**config.mk**
```make
export PLATFORM = sky130hd
export DESIGN_NAME = driver_global_config_register
export DESIGN_NICKNAME = d
export VERILOG_FILES = /design/src/common/driver_global_config_pkg.sv /design/src/design/driver_global_config_register.sv
export VERILOG_INCLUDE_DIRS = /design/src /design/src/common
export SDC_FILE = /design/constraint.sdc
export NUM_CORES = 1
export LEC_CHECK = 0
export ABC_AREA = 1
export BUFFER_PORTS_ARGS = -buffer_cell sky130_fd_sc_hd__buf_2
export CORE_MARGIN = 3
export CORE_UTILIZATION = 27
export DETAILED_ROUTE_END_ITERATION = 10
export PLACE_DENSITY = 0.81
export SYNTH_ARGS = -nofsm -noshare
export SYNTH_HDL_FRONTEND = slang
export SYNTH_SLANG_ARGS = --single-unit
```
**constraint.sdc**
```tcl
create_clock -name clk_sys -period 1.15 [get_ports clk_sys]
set_clock_uncertainty 0.05 [all_clocks]
set_input_delay 0.1725 -clock clk_sys [delete_from_list [all_inputs] [get_ports clk_sys]]
set_output_delay 0.1725 -clock clk_sys [all_outputs]
set_load 0.01 [all_outputs]
```
**src/common/driver_global_config_params.svh**
```systemverilog
// Purpose: constants for the driver global configuration register
// Assumes: 16-bit register reached by a register address on the control interface
// Notes:   all writable fields reset to zero
// Function
// - per-output underload masks hide that output's underload
// - all-output mask hides every underload from the global bit
// - thermal mask suppresses the global thermal warning
// - discharge enable turns on mirror PWM discharge
// - discharge active disables mirror overcurrent recovery
// - select clear: 7-bit duty from shared registers
// - select set while the internal generator is in use: 10-bit duty, own register each
// - 10-bit duty is field plus one over 1024
`ifndef DRIVER_GLOBAL_CONFIG_PARAMS_SVH
`define DRIVER_GLOBAL_CONFIG_PARAMS_SVH
`define CFG_ADDR          6'h3F
`define CFG_RESET         16'h0000
`define CFG_WRITE_MASK    16'h40BA
`define CFG_MASK_NO_MIRROR 16'h403A
`define CFG_BIT_RES_SEL   14
`define CFG_BIT_DISCHARGE 7
`define CFG_BIT_HS1_MASK  5
`define CFG_BIT_LS1_MASK  4
`define CFG_BIT_TW_MASK   3
`define CFG_BIT_ALL_MASK  1
`endif

```
**src/common/driver_global_config_pkg.sv**
```systemverilog
// Purpose: types for the driver global configuration register
// Assumes: nothing
// Notes:   resolution mode as an enum
package driver_global_config_pkg;
   typedef enum logic {
      RES_7BIT  = 1'b0,
      RES_10BIT = 1'b1
   } pwm_res_type;
   typedef struct packed {
      logic [15:0] cfg;
   } cfg_state_type;
endpackage

```
**src/design/driver_global_config_register.sv**
```systemverilog
// Purpose: global configuration register and the gating it applies
// Assumes: write strobe, address and data are synchronous to clk_sys
// Notes:   discharge enable only has effect when hasMirror is set
`include "driver_global_config_params.svh"
`timescale 1ns/1ps
module driver_global_config_register
   import driver_global_config_pkg::*;
#(
   parameter bit HAS_MIRROR = 1'b1
) (
   // clock and reset
   input  wire logic        clk_sys,
   input  wire logic        rst_b,
   // register access
   input  wire logic        regWrite,
   input  wire logic [5:0]  regAddr,
   input  wire logic [15:0] regWdata,
   output logic      [15:0] regRdata,
   // fault sources
   input  wire logic        underloadHs1,
   input  wire logic        underloadLs1,
   input  wire logic        underloadOther,
   input  wire logic        thermalWarnRaw,
   // fault outputs
   output logic             underloadFailure,
   output logic             thermalWarningFlag,
   // mirror output
   input  wire logic        mirrorDischargeActive,
   input  wire logic        ocRecoveryCfg,
   output logic             mirrorDischargeEnable,
   output logic             ocRecoveryEnable,
   // pwm duty selection
   input  wire logic        internalPwmSelect,
   input  wire logic [9:0]  dutyOwn [4],
   input  wire logic [6:0]  dutyShared [2],
   output logic             pwmTenBit,
   output logic      [9:0]  dutyCode [4]
);

   ////////////////////////////////////////////////////////////////////////
   // state and decoded views

   cfg_state_type state_q;
   cfg_state_type state_d;
   pwm_res_type   resMode;
   logic [15:0]   cfg;
   logic [15:0]   writeMask;
   logic          cfgWriteHit;
   logic          allMaskSet;
   logic          hs1MaskSet;
   logic          ls1MaskSet;
   logic          twMaskSet;
   logic          dischargeBit;
   logic          hs1Visible;
   logic          ls1Visible;
   logic          anyUnderload;
   logic          dischargeRunning;
   logic          tenBitMode;

   ////////////////////////////////////////////////////////////////////////
   // decode helpers

   // address match for the configuration register
   function automatic logic isCfgAddr(input logic [5:0] addr);
      isCfgAddr = (addr == `CFG_ADDR);
   endfunction

   // writable bits of the fitted variant; without the mirror D7 is reserved
   function automatic logic [15:0] maskFor(input bit hasMirror);
      if (hasMirror) begin
         maskFor = `CFG_WRITE_MASK;
      end else begin
         maskFor = `CFG_MASK_NO_MIRROR;
      end
   endfunction

   ////////////////////////////////////////////////////////////////////////
   // register write path

   assign writeMask   = maskFor(HAS_MIRROR);
   assign cfgWriteHit = regWrite && isCfgAddr(regAddr);

   always_comb begin
      state_d = state_q;
      if (cfgWriteHit) begin
         // reserved positions are dropped here so they can never be stored
         state_d.cfg = regWdata & writeMask;
      end
   end

   always_ff @(posedge clk_sys) begin
      if (!rst_b) begin
         state_q.cfg <= `CFG_RESET;
      end else begin
         state_q <= state_d;
      end
   end

   ////////////////////////////////////////////////////////////////////////
   // field views

   assign cfg          = state_q.cfg;
   assign regRdata     = cfg;
   assign resMode      = pwm_res_type'(cfg[`CFG_BIT_RES_SEL]);
   assign allMaskSet   = cfg[`CFG_BIT_ALL_MASK];
   assign hs1MaskSet   = cfg[`CFG_BIT_HS1_MASK];
   assign ls1MaskSet   = cfg[`CFG_BIT_LS1_MASK];
   assign twMaskSet    = cfg[`CFG_BIT_TW_MASK];
   assign dischargeBit = cfg[`CFG_BIT_DISCHARGE];

   ////////////////////////////////////////////////////////////////////////
   // underload gating
   // kept combinational: a masked fault must not leak through for a cycle

   always_comb begin
      hs1Visible       = 1'b0;
      ls1Visible       = 1'b0;
      anyUnderload     = 1'b0;
      underloadFailure = 1'b0;
      if (underloadHs1 && !hs1MaskSet) begin
         hs1Visible = 1'b1;
      end
      if (underloadLs1 && !ls1MaskSet) begin
         ls1Visible = 1'b1;
      end
      anyUnderload = hs1Visible || ls1Visible || underloadOther;
      if (allMaskSet) begin
         // the global mask wins over every per-output report
         underloadFailure = 1'b0;
      end else begin
         underloadFailure = anyUnderload;
      end
   end

   ////////////////////////////////////////////////////////////////////////
   // thermal warning gating

   always_comb begin
      thermalWarningFlag = 1'b0;
      if (twMaskSet) begin
         thermalWarningFlag = 1'b0;
      end else begin
         thermalWarningFlag = thermalWarnRaw;
      end
   end

   ////////////////////////////////////////////////////////////////////////
   // mirror discharge and recovery

   always_comb begin
      mirrorDischargeEnable = 1'b0;
      if (HAS_MIRROR) begin
         mirrorDischargeEnable = dischargeBit;
      end
   end

   assign dischargeRunning = mirrorDischargeEnable && mirrorDischargeActive;

   always_comb begin
      ocRecoveryEnable = ocRecoveryCfg;
      if (dischargeRunning) begin
         // discharge overrides the recovery setting outright
         ocRecoveryEnable = 1'b0;
      end
   end

   ////////////////////////////////////////////////////////////////////////
   // duty resolution
   // generator drives (code+1)/1024 in 10-bit, (code+1)/128 in 7-bit

   always_comb begin
      case (resMode)
         RES_10BIT: begin
            tenBitMode = 1'b1;
         end
         RES_7BIT: begin
            tenBitMode = 1'b0;
         end
         default: begin
            tenBitMode = 1'b0;
         end
      endcase
   end

   // own duty fields only count while the internal generator is in use
   assign pwmTenBit = tenBitMode && internalPwmSelect;

   ////////////////////////////////////////////////////////////////////////
   // per-lamp duty selection

   genvar i;
   generate
      for (i = 0; i < 4; i++) begin : g_duty
         logic [9:0] ownCode;
         logic [9:0] sharedCode;

         assign ownCode    = dutyOwn[i];
         // lamps pair up on one shared 7-bit register in 7-bit mode
         assign sharedCode = {3'h0, dutyShared[i / 2]};

         always_comb begin
            if (pwmTenBit) begin
               dutyCode[i] = ownCode;
            end else begin
               dutyCode[i] = sharedCode;
            end
         end
      end
   endgenerate

   ////////////////////////////////////////////////////////////////////////
   // limitation: the stored fields are only as fresh as the last accepted
   // write; a write to any other address leaves them untouched
   // trade-off: all gating is combinational, so fault inputs reach the
   // global flags in the same cycle at the cost of a longer input path

endmodule

```
==> summary.md <==
| Metric | Value |
|---|---|
| RSZ-0062 raised after global routing | true |
| CTS tree | done |
| RR Endpoint | regRdata[14]$_SDFFE_PN0P_ |
| P per Cell Area | 455.5 mW/mm^2 |
| Synth Area in Compound Gates | just over 6% |
| R2r setup slk | 370 ps |
| Worst Path Arrival | 1130 ps |
| Avg Cell Area, Syn | 4.922 um^2 |
| Cts hold-fix bufs | 0 |
| Drt first-iter violations | 53 |
| Kind of critical path | flop to primary output |
| Net Switching | roughly 240 uW |
| CTS max path bufs | 2 |
| Remaining DRCs | 0 |
| Finished Cell Area | 0.001623 mm^2 |
| Post-synthesis mux area share | 0% |
| H-tree levels | 1 |
| Violated checks | negative setup slack |
| Crit path max-delay family | buffers and inverters |
| XOR/XNOR Fraction of Synth Area | 0% |
| Hold slack | 152.1 ps |
| Setup WS pre-CTS | ~36 ps |
| Post-DRT Antenna Nets | 0 |
| Die area | roughly 0.0037 mm^2 |
| Status | finished with violations |
| Startpoint types | flop |
| Later-pin clock latency in the skew report | 240 ps |
| Root buf cell | clkbuf_4 |
| Largest family of logic cells by synthesized area | simple AND/OR/NAND/NOR gates |
| DP Area | 0.001455 mm^2 |
| Yosys top cell by area | nand2_1 |
| Fillers | 283 |
| Worst hold path depth | 3 |
| Critical Path RT | 930 ps |
| Routed length per instance | roughly 10 um |
| Post-Synth Adder-Cell Area | 0% |
| Clock sink total | 6 |
| Hold Path Class | input port to flop |
| CP Max Fanout | 5 |
| Vias per inst | ~4.1 |
| GRT Residual Overflow | 0 |
| Diodes inserted | 0 |
| Comb pwr share | 45.5% |
| Number of flip-flops in the largest register | 6 |
| MaxCap Viol Count | 0 |
| DPL Wire Length | 2.628 mm |
| PortBufs | 126 |
| Crit path largest cell delay | about 340 ps |
| Final WS setup | -200.7 ps |
| Final Hold Viols | 0 |
| Die width | 61.18 um |
| I/O pins | between 100 and 150 |
| Worst path slowest cell | dfxtp_2 |
| Clock Power Share | 25.9% |
| Leakage | 0.001120 uW |
| Final setup vio count | 42 |
| Cell row count | 19 |
| Worst-case reg-to-reg path depth | 3 |
| Max Clk Rate | 740.4 MHz |
| RePlAce Congestion | 0.7455 |
| Initial antenna violation count | 0 |
| Crit path buffers/inverters | 3 |
| Initial Utilization | slightly below 30% |
| HP Start | rst_b |
| Count of pins over their slew limit | 0 |
| 1st-pass router iterations | 4 |
| Core area | 0.002829 mm^2 |
| Simple-gate share of the synthesized area | roughly 50% |
| Final min period | 1351 ps |
| Yosys warns | 0 |
| Die Height | 61.18 um |
| Min-Delay Endpoint | regRdata[5]$_SDFFE_PN0P_ |
| Number of buffers created by CTS | 3 |
| Final wirelength | 3.292 mm |
| Vias in the first global route | 998 |
| Pin count of the biggest net entering global routing | 13 |
| Sequential-to-total area share from yosys stat | 14.61% |
| Area share of the largest cell type after synthesis | 36.53% |
| Layout cells sized above 1 | 52.86% |
| Mapped cell area | 822.0 um^2 |
| Nets | a little under 400 |
| Worst-path clk slew | 40 ps |
| Seq pwr share | about 29% |
| Maximum VDD drop | 0.0002933 V |
| Setup crit end kind | primary output |
| Netlist cell types | 15 |
| Final period utilization | 117.5% |
| First-pass GRT wire length | 3.857 mm |
| Synth area leaders | nand2_1 37%, dfxtp_1 15%, buf_4 13% |
| Via count | between 1000 and 1500 |
| P_int | about 500 uW |
| Crit path cell chain | nand2_4 -> inv_8 -> clkbuf_16 -> nand2_2 -> nand2_1 -> buf_2 |
| RR Startpoint | regRdata[14]$_SDFFE_PN0P_ |
| Switch share | 32.47% |
| Area Overhead vs Synth | 97.41% |
| Yosys reg bits | 6 |
| GRT Overall Usage | about an eighth |
| Post-synthesis cell count | 167 |
how the worst max path moves through the flow:
stage                              start           end  cells past startpoint
2_1_floorplan  regRdata[14]$_SDFFE_PN0P_  dutyCode[12]                      6
3_3_place_gp   regRdata[14]$_SDFFE_PN0P_  dutyCode[26]                      6
3_5_place_dp   regRdata[14]$_SDFFE_PN0P_  dutyCode[26]                      6
4_1_cts        regRdata[14]$_SDFFE_PN0P_  dutyCode[26]                      6
5_1_grt        regRdata[14]$_SDFFE_PN0P_  dutyCode[12]                      5
6_report       regRdata[14]$_SDFFE_PN0P_  dutyCode[30]                      6
cells in the final DEF, fill, tap and decap left out, drive strengths merged:
cell type,synthesis,routed
a21boi,1,1
a21oi,6,6
buf,19,136
clkbuf,0,4
conb,1,10
dfxtp,6,6
inv,24,24
nand2,81,81
nand3,6,6
nor2,21,21
o21ai,1,1
o21bai,1,1
cells by family after synthesis:
| group | count (synthesis) |
|---|---|
| buf+inv | 43 |
| compound gates | 9 |
| flops | 6 |
| other cells | 1 |
| simple gates | 108 |
metal layers:
layer | up-vias | part of all wire, % | global-route usage [%]
li1 | 729 | - | -
met1 | 568 | 36 | 14.57
met2 | 58 | 56 | 25.23
met3 | 2 | 7.9 | 2.096
met4 | 0 | 0.39 | 4.025
met5 | - | 0 | 0
tightest hold or removal path, delay by kind of cell:
kind          cells  cell delay (ps)
buf+inv           1              140
simple gates      2              100
layout make-up:
type,instances,area (um^2),area share [%]
multi-input cells,127,548.0,33.77
inverters,24,97.59,6.014
well taps,31,38.79,2.390
repair buffers,137,793.3,48.88
clock buffers,3,22.52,1.388
flip-flops and latches,6,122.6,7.556
power groups by stage:
stage                     clock network (uW)  registers (uW)  logic, uW
after global routing                     216             211        374
after detailed placement                   0             215        319
after global placement                     0             215        313
final                                    192             212        336
after CTS                                200             211        324
after floorplan                            0             216        153
synthesized netlist by cell type, drive strengths merged:
| cell type | n |
|---|---|
| dfxtp | 6 |
| o21bai | 1 |
| nand3 | 6 |
| a21oi | 6 |
| conb | 1 |
| nor2 | 21 |
| nand2 | 81 |
| inv | 24 |
| buf | 19 |
| o21ai | 1 |
| a21boi | 1 |
stage by stage:
step / cells / total power (uW) / setup TNS, ps / utilization, %
floorplan: 176 / 368.6 / 0 / -
global placement: 322 / 527.8 / 0 / 51.44
detailed placement: 322 / 533.6 / 0 / 51.44
CTS: 327 / 735.1 / -6574 / 54.67
global route: 328 / 801.4 / -9420 / 57.36
finish: 328 / 739.2 / -6402 / 57.36
what timing repair did:
item / 4_1_cts / 5_1_grt
buffers inserted: 1 / 0
gates resized for setup: 13 / 17
setup endpoints to repair: 42 / 43
pin swaps: 1 / 3
gates cloned: 1 / 1
Power figures use the tool's default switching activity.
